[src/hdl/cmd_word_defs.svh]
// offsets, field positions and reset values of the command word decoder
`ifndef CMD_WORD_DEFS_SVH
`define CMD_WORD_DEFS_SVH
`define CW_LOW_OFFSET 12'h000
`define CW_STATUS_OFFSET 12'h004
`define CW_CONFIG_OFFSET 12'h008
`define CW_LOW_RESET 16'h0000
`define CW_CONFIG_RESET 2'h0
`define CW_BIT_STOP 0
`define CW_BIT_START 1
`define CW_BIT_REVERSE 2
`define CW_BIT_LOCAL 3
`define CW_BIT_RESET 4
`define CW_BIT_LOC_B 5
`define CW_BIT_RUN_DIS 6
`define CW_BIT_STOP_RAMP 7
`define CW_BIT_STOP_EMERG 8
`define CW_BIT_STOP_COAST 9
`define CW_BIT_RAMP_PAIR 10
`define CW_BIT_RAMP_OUT0 11
`define CW_BIT_RAMP_HOLD 12
`define CW_BIT_RAMP_IN0 13
`define CW_BIT_LOCKOUT 14
`define CW_BIT_TORQ2 15
`endif

[src/hdl/cmd_word_pkg.sv]
// types shared by the command word decoder
package cmd_word_pkg;
  // how the motor is brought to rest
  typedef enum logic [1:0] {
    stop_by_config = 2'h0,
    stop_by_ramp = 2'h1,
    stop_emergency = 2'h2,
    stop_coast = 2'h3
  } stop_mode_t;
  // run state of the start/stop decoder, one-hot
  typedef enum logic [1:0] {
    st_idle = 2'h1,
    st_run = 2'h2
  } run_state_t;
endpackage

[src/hdl/drive_command_word_decoder.sv]
// command word decoder with an ahb-lite register slave
//
// The AHB-Lite interface to the registers and the placing of the registers were decided locally.
`timescale 1ns/1ns
`include "cmd_word_defs.svh"
// How it works
// - 32-bit interface, command split into two words
// - stop uses configured mode or request bits
// - start plus stop together means stop
// - direction is reverse bit xor reference sign
// - bit 3 picks local or external control
// - bit 5 picks external location b or a
// - bit 7 stops along selected ramp, needs stop
// - bit 8 emergency stop, needs stop
// - bit 9 coast stop, needs stop
// - bit 10 selects second ramp pair
// - bit 11 forces ramp output to zero
// - bit 12 holds ramp output
// - bit 13 forces ramp input to zero
// - bit 14 locks out panel local request
// - bit 15 selects second torque limit set
module drive_command_word_decoder (
  // clock and reset
  input wire logic hclk,
  input wire logic hresetn,
  // ahb-lite slave
  input wire logic hsel,
  input wire logic [11:0] haddr,
  input wire logic [1:0] htrans,
  input wire logic hwrite,
  input wire logic [2:0] hsize,
  input wire logic [31:0] hwdata,
  input wire logic hready,
  output logic [31:0] hrdata,
  output logic hreadyout,
  output logic hresp,
  // reference sign from the upper command word
  input wire logic reference_sign,
  // panel key asking for local control
  input wire logic panel_local_key,
  // drive commands
  output logic run_command,
  output logic stop_active,
  output cmd_word_pkg::stop_mode_t stop_mode,
  output logic reverse_direction,
  output logic local_control,
  output logic external_location_a,
  output logic external_location_b,
  output logic fault_reset_pulse,
  output logic run_disable,
  output logic ramp_pair_two,
  output logic ramp_output_zero,
  output logic ramp_output_hold,
  output logic ramp_input_zero,
  output logic panel_local_lockout,
  output logic second_torque_limit_select
);
  logic [15:0] drive_command_word_low;
  cmd_word_pkg::stop_mode_t config_stop_mode;
  cmd_word_pkg::run_state_t run_state;
  cmd_word_pkg::run_state_t next_run_state;
  cmd_word_pkg::stop_mode_t next_stop_mode;
  logic prev_reset_bit;
  logic wr_pending;
  logic [11:0] wr_addr;
  logic access;

  // one-cycle address phase; the slave never inserts wait states
  assign access = hsel && hready && htrans[1];
  assign hreadyout = 1'b1;
  assign hresp = 1'b0;

  // write strobes for the data phase; writes to unmapped offsets are dropped quietly
  logic cw_low_write;
  logic config_write;
  logic [31:0] next_hrdata;
  logic [31:0] cw_low_read;
  logic [31:0] status_read;
  logic [31:0] config_read;
  assign cw_low_write = wr_pending && wr_addr == `CW_LOW_OFFSET;
  assign config_write = wr_pending && wr_addr == `CW_CONFIG_OFFSET;

  // read words; the upper half of the command word is not kept here and reads 0
  assign cw_low_read = {16'h0000, drive_command_word_low};
  assign status_read = {28'h0000000, stop_mode, stop_active, run_command};
  assign config_read = {30'h00000000, config_stop_mode};

  // remember that a write was accepted in the address phase
  always_ff @(posedge hclk or negedge hresetn)
  begin
    if (!hresetn)
      wr_pending <= 1'b0;
    else
      wr_pending <= access && hwrite;
  end

  // address of the last phase; loaded every cycle, only trusted while wr_pending
  // saves an enable on twelve flops, since the strobe qualifies it anyway
  always_ff @(posedge hclk or negedge hresetn)
  begin
    if (!hresetn)
      wr_addr <= 12'h000;
    else
      wr_addr <= haddr;
  end

  // command word: only the low half lives here, the upper word is elsewhere
  // the upper sixteen data bits are ignored rather than refused
  always_ff @(posedge hclk or negedge hresetn)
  begin
    if (!hresetn)
      drive_command_word_low <= `CW_LOW_RESET;
    else if (cw_low_write)
      drive_command_word_low <= hwdata[15:0];
  end

  // configured stop mode used when stop carries no mode request
  always_ff @(posedge hclk or negedge hresetn)
  begin
    if (!hresetn)
      config_stop_mode <= cmd_word_pkg::stop_mode_t'(`CW_CONFIG_RESET);
    else if (config_write)
      config_stop_mode <= cmd_word_pkg::stop_mode_t'(hwdata[1:0]);
  end

  // read data select by the address of the phase
  always_comb
  begin
    next_hrdata = 32'h00000000;
    unique case (haddr)
      `CW_LOW_OFFSET: next_hrdata = cw_low_read;
      `CW_STATUS_OFFSET: next_hrdata = status_read;
      `CW_CONFIG_OFFSET: next_hrdata = config_read;
      default: next_hrdata = 32'h00000000;
    endcase
  end

  // read data registered at the address phase so it stands in the data phase
  // this costs no wait state, so hreadyout can stay tied high
  // hrdata holds until the next read, idle cycles leave it alone
  always_ff @(posedge hclk or negedge hresetn)
  begin
    if (!hresetn)
      hrdata <= 32'h00000000;
    else if (access && !hwrite)
      hrdata <= next_hrdata;
  end

  // stop mode from the request bits
  stop_mode_select u_stop_mode (
    .stop_bit(drive_command_word_low[`CW_BIT_STOP]),
    .stop_by_ramp_request(drive_command_word_low[`CW_BIT_STOP_RAMP]),
    .emergency_halt_request(drive_command_word_low[`CW_BIT_STOP_EMERG]),
    .coast_halt_request(drive_command_word_low[`CW_BIT_STOP_COAST]),
    .config_mode(config_stop_mode),
    .mode(next_stop_mode)
  );

  // start/stop decode; stop wins over a simultaneous start
  always_comb
  begin
    next_run_state = run_state;
    unique case (run_state)
      cmd_word_pkg::st_idle:
        if (drive_command_word_low[`CW_BIT_START] && !drive_command_word_low[`CW_BIT_STOP]
            && !drive_command_word_low[`CW_BIT_RUN_DIS])
          next_run_state = cmd_word_pkg::st_run;
      cmd_word_pkg::st_run:
        if (drive_command_word_low[`CW_BIT_STOP] || drive_command_word_low[`CW_BIT_RUN_DIS])
          next_run_state = cmd_word_pkg::st_idle;
      default: next_run_state = cmd_word_pkg::st_idle;
    endcase
  end

  // run state register
  always_ff @(posedge hclk or negedge hresetn)
  begin
    if (!hresetn)
      run_state <= cmd_word_pkg::st_idle;
    else
      run_state <= next_run_state;
  end

  // run output follows the next state so it moves with the state register
  // a separate decode of run_state would lag one more cycle
  always_ff @(posedge hclk or negedge hresetn)
  begin
    if (!hresetn)
      run_command <= 1'b0;
    else
      run_command <= next_run_state == cmd_word_pkg::st_run;
  end

  // stop level as written; it stands as long as the master holds the bit
  // the drive side decides how long a stop takes, not this block
  always_ff @(posedge hclk or negedge hresetn)
  begin
    if (!hresetn)
      stop_active <= 1'b0;
    else
      stop_active <= drive_command_word_low[`CW_BIT_STOP];
  end

  // stop mode tracks the word, so it is ready in the cycle the stop lands
  // without stop the configured mode shows, since requests alone count for nothing
  always_ff @(posedge hclk or negedge hresetn)
  begin
    if (!hresetn)
      stop_mode <= cmd_word_pkg::stop_by_config;
    else
      stop_mode <= next_stop_mode;
  end

  // last seen reset bit, for the edge detector below
  // resets low so a word written with the bit set still gives one pulse
  always_ff @(posedge hclk or negedge hresetn)
  begin
    if (!hresetn)
      prev_reset_bit <= 1'b0;
    else
      prev_reset_bit <= drive_command_word_low[`CW_BIT_RESET];
  end

  // fault reset on a rising edge of the reset bit only
  // a held bit must not keep clearing faults that come back
  always_ff @(posedge hclk or negedge hresetn)
  begin
    if (!hresetn)
      fault_reset_pulse <= 1'b0;
    else
      fault_reset_pulse <= drive_command_word_low[`CW_BIT_RESET] && !prev_reset_bit;
  end

  // direction; the sign input is taken as settled with the word
  // a sign change alone flips the direction, with no write needed
  always_ff @(posedge hclk or negedge hresetn)
  begin
    if (!hresetn)
      reverse_direction <= 1'b0;
    else
      reverse_direction <= drive_command_word_low[`CW_BIT_REVERSE] ^ reference_sign;
  end

  // panel key may only push to local when not locked out
  // the word's own local bit is never locked out, only the panel key
  always_ff @(posedge hclk or negedge hresetn)
  begin
    if (!hresetn)
      local_control <= 1'b0;
    else
      local_control <= drive_command_word_low[`CW_BIT_LOCAL]
        || (panel_local_key && !drive_command_word_low[`CW_BIT_LOCKOUT]);
  end

  // external location a, the default after reset
  // a and b are kept as two flops so they are never both seen low
  always_ff @(posedge hclk or negedge hresetn)
  begin
    if (!hresetn)
      external_location_a <= 1'b1;
    else
      external_location_a <= !drive_command_word_low[`CW_BIT_LOC_B];
  end

  // external location b
  // driven from the same bit as a, so the pair switches in one edge
  always_ff @(posedge hclk or negedge hresetn)
  begin
    if (!hresetn)
      external_location_b <= 1'b0;
    else
      external_location_b <= drive_command_word_low[`CW_BIT_LOC_B];
  end

  // run disable level
  // the run state machine also drops out of run on this bit
  always_ff @(posedge hclk or negedge hresetn)
  begin
    if (!hresetn)
      run_disable <= 1'b0;
    else
      run_disable <= drive_command_word_low[`CW_BIT_RUN_DIS];
  end

  // ramp pair select, also picks the ramp a ramp stop follows
  // changing it during a ramp stop changes that stop's slope at once
  always_ff @(posedge hclk or negedge hresetn)
  begin
    if (!hresetn)
      ramp_pair_two <= 1'b0;
    else
      ramp_pair_two <= drive_command_word_low[`CW_BIT_RAMP_PAIR];
  end

  // ramp output forced to zero
  // passed as a level; priority against hold is the ramp's business
  always_ff @(posedge hclk or negedge hresetn)
  begin
    if (!hresetn)
      ramp_output_zero <= 1'b0;
    else
      ramp_output_zero <= drive_command_word_low[`CW_BIT_RAMP_OUT0];
  end

  // ramp output held at its present value
  // no latching here, the ramp itself keeps the frozen value
  always_ff @(posedge hclk or negedge hresetn)
  begin
    if (!hresetn)
      ramp_output_hold <= 1'b0;
    else
      ramp_output_hold <= drive_command_word_low[`CW_BIT_RAMP_HOLD];
  end

  // ramp input forced to zero
  // the ramp then runs down on its own slope, unlike the output force
  always_ff @(posedge hclk or negedge hresetn)
  begin
    if (!hresetn)
      ramp_input_zero <= 1'b0;
    else
      ramp_input_zero <= drive_command_word_low[`CW_BIT_RAMP_IN0];
  end

  // panel lockout shown outside as well as used for local_control
  // the panel may want to show why its key does nothing
  always_ff @(posedge hclk or negedge hresetn)
  begin
    if (!hresetn)
      panel_local_lockout <= 1'b0;
    else
      panel_local_lockout <= drive_command_word_low[`CW_BIT_LOCKOUT];
  end

  // torque limit set select
  // the first set applies after reset, before any word is written
  always_ff @(posedge hclk or negedge hresetn)
  begin
    if (!hresetn)
      second_torque_limit_select <= 1'b0;
    else
      second_torque_limit_select <= drive_command_word_low[`CW_BIT_TORQ2];
  end
endmodule

[src/hdl/stop_mode_select.sv]
// chooses the stop mode from the request bits or the configured setting
`timescale 1ns/1ns
`include "cmd_word_defs.svh"
module stop_mode_select (
  // command word bits
  input wire logic stop_bit,
  input wire logic stop_by_ramp_request,
  input wire logic emergency_halt_request,
  input wire logic coast_halt_request,
  // configured setting used when no request is made
  input wire cmd_word_pkg::stop_mode_t config_mode,
  // chosen mode
  output cmd_word_pkg::stop_mode_t mode
);
  // requests only count together with stop; emergency outranks coast, coast outranks ramp
  always_comb
  begin
    mode = config_mode;
    if (stop_bit && emergency_halt_request)
      mode = cmd_word_pkg::stop_emergency;
    else if (stop_bit && coast_halt_request)
      mode = cmd_word_pkg::stop_coast;
    else if (stop_bit && stop_by_ramp_request)
      mode = cmd_word_pkg::stop_by_ramp;
  end
endmodule

[config.mk]
export PLATFORM = sky130hd
export DESIGN_NAME = drive_command_word_decoder
export DESIGN_NICKNAME = d
export VERILOG_FILES = /design/src/hdl/cmd_word_pkg.sv /design/src/hdl/drive_command_word_decoder.sv /design/src/hdl/stop_mode_select.sv
export VERILOG_INCLUDE_DIRS = /design/src /design/src/hdl
export SDC_FILE = /design/constraint.sdc
export NUM_CORES = 1
export LEC_CHECK = 0
export BUFFER_PORTS_ARGS = -buffer_cell sky130_fd_sc_hd__buf_2
export CAP_MARGIN = 5
export CORE_MARGIN = 2
export CORE_UTILIZATION = 40
export CTS_CLUSTER_DIAMETER = 80
export DETAILED_ROUTE_END_ITERATION = 10
export GPL_TIMING_DRIVEN = 0
export PLACE_DENSITY = 0.78
export SLEW_MARGIN = 0
export SYNTH_ARGS = -nofsm -noshare
export SYNTH_HDL_FRONTEND = slang
export SYNTH_SLANG_ARGS = --single-unit
[constraint.sdc]
create_clock -name hclk -period 3.55 [get_ports hclk]
set_clock_uncertainty 0.15 [all_clocks]
set_input_delay 0.355 -clock hclk [delete_from_list [all_inputs] [get_ports hclk]]
set_output_delay 0.355 -clock hclk [all_outputs]
set_load 0.01 [all_outputs]
# [Word-level counts from Yosys, hierarchy flattened]
# Cells that the tools add are included.
[word_totals] regBits=82 latch_bits=0 ramBits=0 romBits=0 in_bits=56 memories=0
[op_classes] addsub=0 mul=0 div=0 magnitude_cmp=0 n_eq_ne=6 n_shift=0 mux=7 bitwise=1 reduce_logical=23
[ops] operator="case mux 16 bit (3 select lines)" n=1
[ops] operator="== test 12 x 4 -> 1 bit (second input constant)" n=2
[ops] operator="logical NOT 12 bit" n=2
[ops] operator="logical AND 1 bit" n=13
[ops] operator="== test 12 x 3 -> 1 bit (second input constant)" n=1
[ops] operator="two-way mux 2 bit" n=5
[ops] operator="logical NOT 1 bit" n=6
[ops] operator="== test 2 bit (second input constant)" n=2
[ops] operator="case mux 2 bit (2 select lines)" n=1
[ops] operator="== test 2 x 1 -> 1 bit (second input constant)" n=1
[ops] operator="logical OR 1 bit" n=2
[ops] operator="bitwise XOR 1 bit" n=1

# [Logic depth before layout (Yosys ltp)]
[logic_depth] ltp_word=6 ltp_mapped=5 depth_no_buf=5

# [Modules after synthesis]
# A second synthesis with hierarchy kept.
[hier_totals] hier_cells=195 hier_area_um2=2561.2
[by_module_without_submodules] mod="drive_command_word_decoder" instances=1 cells_each=189 area_per_inst_um2=2526.2
[by_module_without_submodules] mod="stop_mode_select" instances=1 cells_each=6 area_per_inst_um2=35.0

# [Worst setup path before layout]
# Ideal clock, no wire load.
[synth_timing] path_kind="register to register" start="register wr_addr[8]" end="register drive_command_word_low[10]" setup_ns=0.125 arrival_ns=1.851 required_time_ns=3.275 slack_ns=1.424 stages_incl_launch_ff=5 path_buffers=1 synth_period_minus_slack_ns=2.126 cell_sequence="dfrtp_1 -> or4b_4 -> nor4_4 -> buf_6 -> mux2_2"
[synth_via] elab_chain_len=2
[synth_rtl] item="start: declaration" line_no="drive_command_word_decoder.sv:65" source="logic [11:0] wr_addr;"
[synth_rtl] item="start signal: assignment" line_no="drive_command_word_decoder.sv:104" source="wr_addr <= haddr;"
[synth_rtl] item="logical NOT 12 bit (no line)"
[synth_rtl] item="logical AND 1 bit (no line)"
[synth_rtl] item="end signal: assignment" line_no="drive_command_word_decoder.sv:112" source="drive_command_word_low <= `CW_LOW_RESET;"
[synth_rtl] item="end signal: assignment" line_no="drive_command_word_decoder.sv:114" source="drive_command_word_low <= hwdata[15:0];"
[synth_rtl] item="end: declaration" line_no="drive_command_word_decoder.sv:58" source="logic [15:0] drive_command_word_low;"
# Every way passes these cells.
# A chain may end at the register's enable or synchronous reset.

# [Worst setup path after layout]
[layout_timing] start="register wr_addr[8]" end="register drive_command_word_low[11]"
# Same word-level chain as after synthesis.

==> out/qor.csv <==
stage,metric,value,unit
run_status,result of the run,"finished, final reports clean",
timing,Setup TNS Final,0,ps
route,vias per cell,4.50,
setup_path,Worst setup EP type,flop,
grt,initial antenna violation count,0,
grt,number of global-route vias before repair,1818,
grt,global route overflow,0,
synth,Syn Area/Cell,13.1,um2
timing,crit share post-route,0.675,
timing,Max-slew headroom,0.454,
synth,cells after synthesis,196,
setup_path,Crit Path Category,flop to flop,
synth,sequential share of the synthesized area,0.646,
power,Logic pwr share,0.085,
synth,Yosys reg bits,66,
placed_design,port bufs,67,
timing,fin crit period,2400,ps
route,DRT iter0 DRCs,90,
grt,GRT Total Usage,0.161,
synth,Post-synth ARST share,1.00,
layout,Layout Nets,360,
power,maximum vdd drop,0.217,mV
synth,Yosys Warn Count,0,
timing,Final Hold Viols,0,
route,final WL,5180,um
worst_hold_path,worst min path class,primary input to flop,
layout,Filler cells,571,
clock_network,CTS HTree Levels,3,
setup_path,CP Data Required Time,3620,ps
timing,final setup vio count,0,
power,Leak,0.00177,uW
die,Die X,84.0,um
layout,layout cells sized above 1,0.402,
power,sw frac,0.225,
clock_network,TritonCTS buffer count,9,
power,Sw Pwr,340,uW
setup_path,Max Fanout on Critical Path,10,
route,via count,1723,
grt,global-route wire length before repair,8620,um
clock_network,"Reg clk slew, reported paths",70,ps
synth,ys flop type,dfrtp_1,
route,DR WL/cell,13.5,um
layout,Synth-to-Final Area Change,31.2,%
die,row count,29,
die,Initial Utilization,0.408,
synth,Post-synth EDFFs,0,
placed_design,GP Congestion,0.713,
clock_network,Sinks on Clock Net,66,
power,Clock Power Share,0.398,
flow_run,max_cap viols,0,
die,Die H,84.0,um
die,total die area,7050,um2
timing,fmax,0.417,GHz
clock_network,Root Buffer Master,clkbuf_8,
grt,largest net degree at the start of global routing,67,
layout,ant diodes,0,
timing,unrepaired setup endpoints after global routing,false,
power,Total Power,1510,uW
timing,Tightest Pin Transition,818,ps
placed_design,DPL Wire Length,3600,um
setup_path,Worst Setup Start Kind,flop,
clock_network,TritonCTS clock tree,done,
power,Cell Int Power,1170,uW
power,share of power burned in registers,0.517,
setup_path,critical path data arrival time,2460,ps
clock_network,Worst-Skew Late Latency,330,ps
synth,unique cell type count in the Yosys netlist,29,
power,pwr dens,450,nW/um2
route,drc violations,0,
route,First-pass DRT Iterations,4,
synth,cell area after synthesis,2560,um2
clock_network,clk buf depth,2,
die,num ports,106,
timing,fin. max-slew vios,0,
clock_network,post-CTS setup buffer count,0,
die,Core Area,6280,um2
route,Antenna Nets Post-Route,0,
state kept, by name, summed over array words and instances (netlist names), 2 cells and up:
register                count
wr_addr                    12
hrdata                     16
stop_mode                   2
drive_command_word_low     16
run_state                   2
config_stop_mode            2
final timing paths:
path                                                       start                                     end  slack, ps  cells past startpoint
min                                                     haddr[0]                    wr_addr[0]$_DFF_PN0_         20                      1
min in group asynchronous                                hresetn   drive_command_word_low[6]$_DFFE_PN0P_        490                      2
max                                         wr_addr[8]$_DFF_PN0_  drive_command_word_low[11]$_DFFE_PN0P_       1150                      4
max in group asynchronous                                hresetn         config_stop_mode[0]$_DFFE_PN0P_       2200                      2
min reg2reg                drive_command_word_low[4]$_DFFE_PN0P_                prev_reset_bit$_DFF_PN0_        240                      0
max reg2reg                                 wr_addr[8]$_DFF_PN0_  drive_command_word_low[11]$_DFFE_PN0P_       1150                      4
cell type report:
type,count,area (um2),area share
sequential,66,1650,0.493
multi-input combinational,107,743,0.221
timing repair buffer,79,458,0.136
buffer,23,161,0.0481
clock buffer,12,145,0.0432
tap,77,96.3,0.0287
inverter,16,60.1,0.0179
clock inverter,3,40.0,0.0119
worst max-delay path, cell delays in order (launching register included):
cell and delay (ps):
dfrtp_1 360, or4b_4 550, nor4_4 620, buf_6 250, mux2_2 350
cell families (layout without fill, tap and decap cells):
kind of cell,Yosys count,in the layout,synth area share
adders and majority gates,2,2,0.00978
DFF,66,66,0.646
buffers and inverters,39,133,0.0866
other,2,18,0.00294
and+or+nand+nor,36,36,0.0861
xor gates and xnor gates,1,1,0.00342
muxes,22,22,0.0949
AOI/OAI and AO/OA,28,28,0.0699
Yosys cell counts, types with 3 or more instances:
cell / n / area share
o21ai_0: 15 / 0.029
mux2_2: 18 / 0.079
mux2i_1: 4 / 0.016
dfrtp_1: 64 / 0.63
buf_4: 18 / 0.053
inv_1: 16 / 0.023
a21o_1: 3 / 0.0088
nor2_1: 4 / 0.0059
nand2_1: 17 / 0.025
clkbuf_1: 4 / 0.0059
a22o_1: 3 / 0.010
nand4b_1: 3 / 0.010
nor4_1: 3 / 0.0073
stage by stage:
step | cells | util | setup slack, ps | cell area [um2] | hold slack (ps)
final | 383 | 0.535 | 1150 | 3360 | 19.3
after global routing | 383 | 0.535 | 1040 | 3360 | 1.13
after CTS | 383 | 0.535 | 1110 | 3360 | 3.49
after detailed placement | 356 | 0.486 | 1110 | 3050 | 232
after global placement | 356 | 0.486 | 1150 | 3050 | 227
after floorplan | 212 | - | 1420 | 2620 | -90.6
power groups by stage:
stage	Combinational, uW	Sequential (uW)	Clock [uW]
6_report	128	782	602
5_1_grt	146	784	654
4_1_cts	129	783	618
3_5_place_dp	118	797	0
3_3_place_gp	112	795	0
2_1_floorplan	67.5	796	0
layout by cell type (no fill, tap or decap), types with 3 or more instances in the layout:
cell type	n
a22o_1	3
nor2_1	4
clkbuf_1	6
dlygate4sd3_1	12
nand4b_1	3
inv_1	16
o21ai_0	15
conb_1	18
buf_2	66
buf_4	19
a21o_1	3
nor4_1	3
nand2_1	17
clkbuf_8	10
mux2i_1	4
dfrtp_1	64
mux2_2	18
per-layer routing:
metal  vias up  share of wire  GRT usage
li1        838              -          -
met1       820           0.44      0.208
met2        55           0.47      0.244
met3        10          0.067     0.0623
met4         0          0.023     0.0645
met5         -              0          0
repair_timing:
action	4_1_cts	5_1_grt
endpoints found under the hold margin	75	0
gates resized for setup	0	0
hold buffers	12	0
setup endpoints to repair	0	0
(Power assumes the default switching activity.)
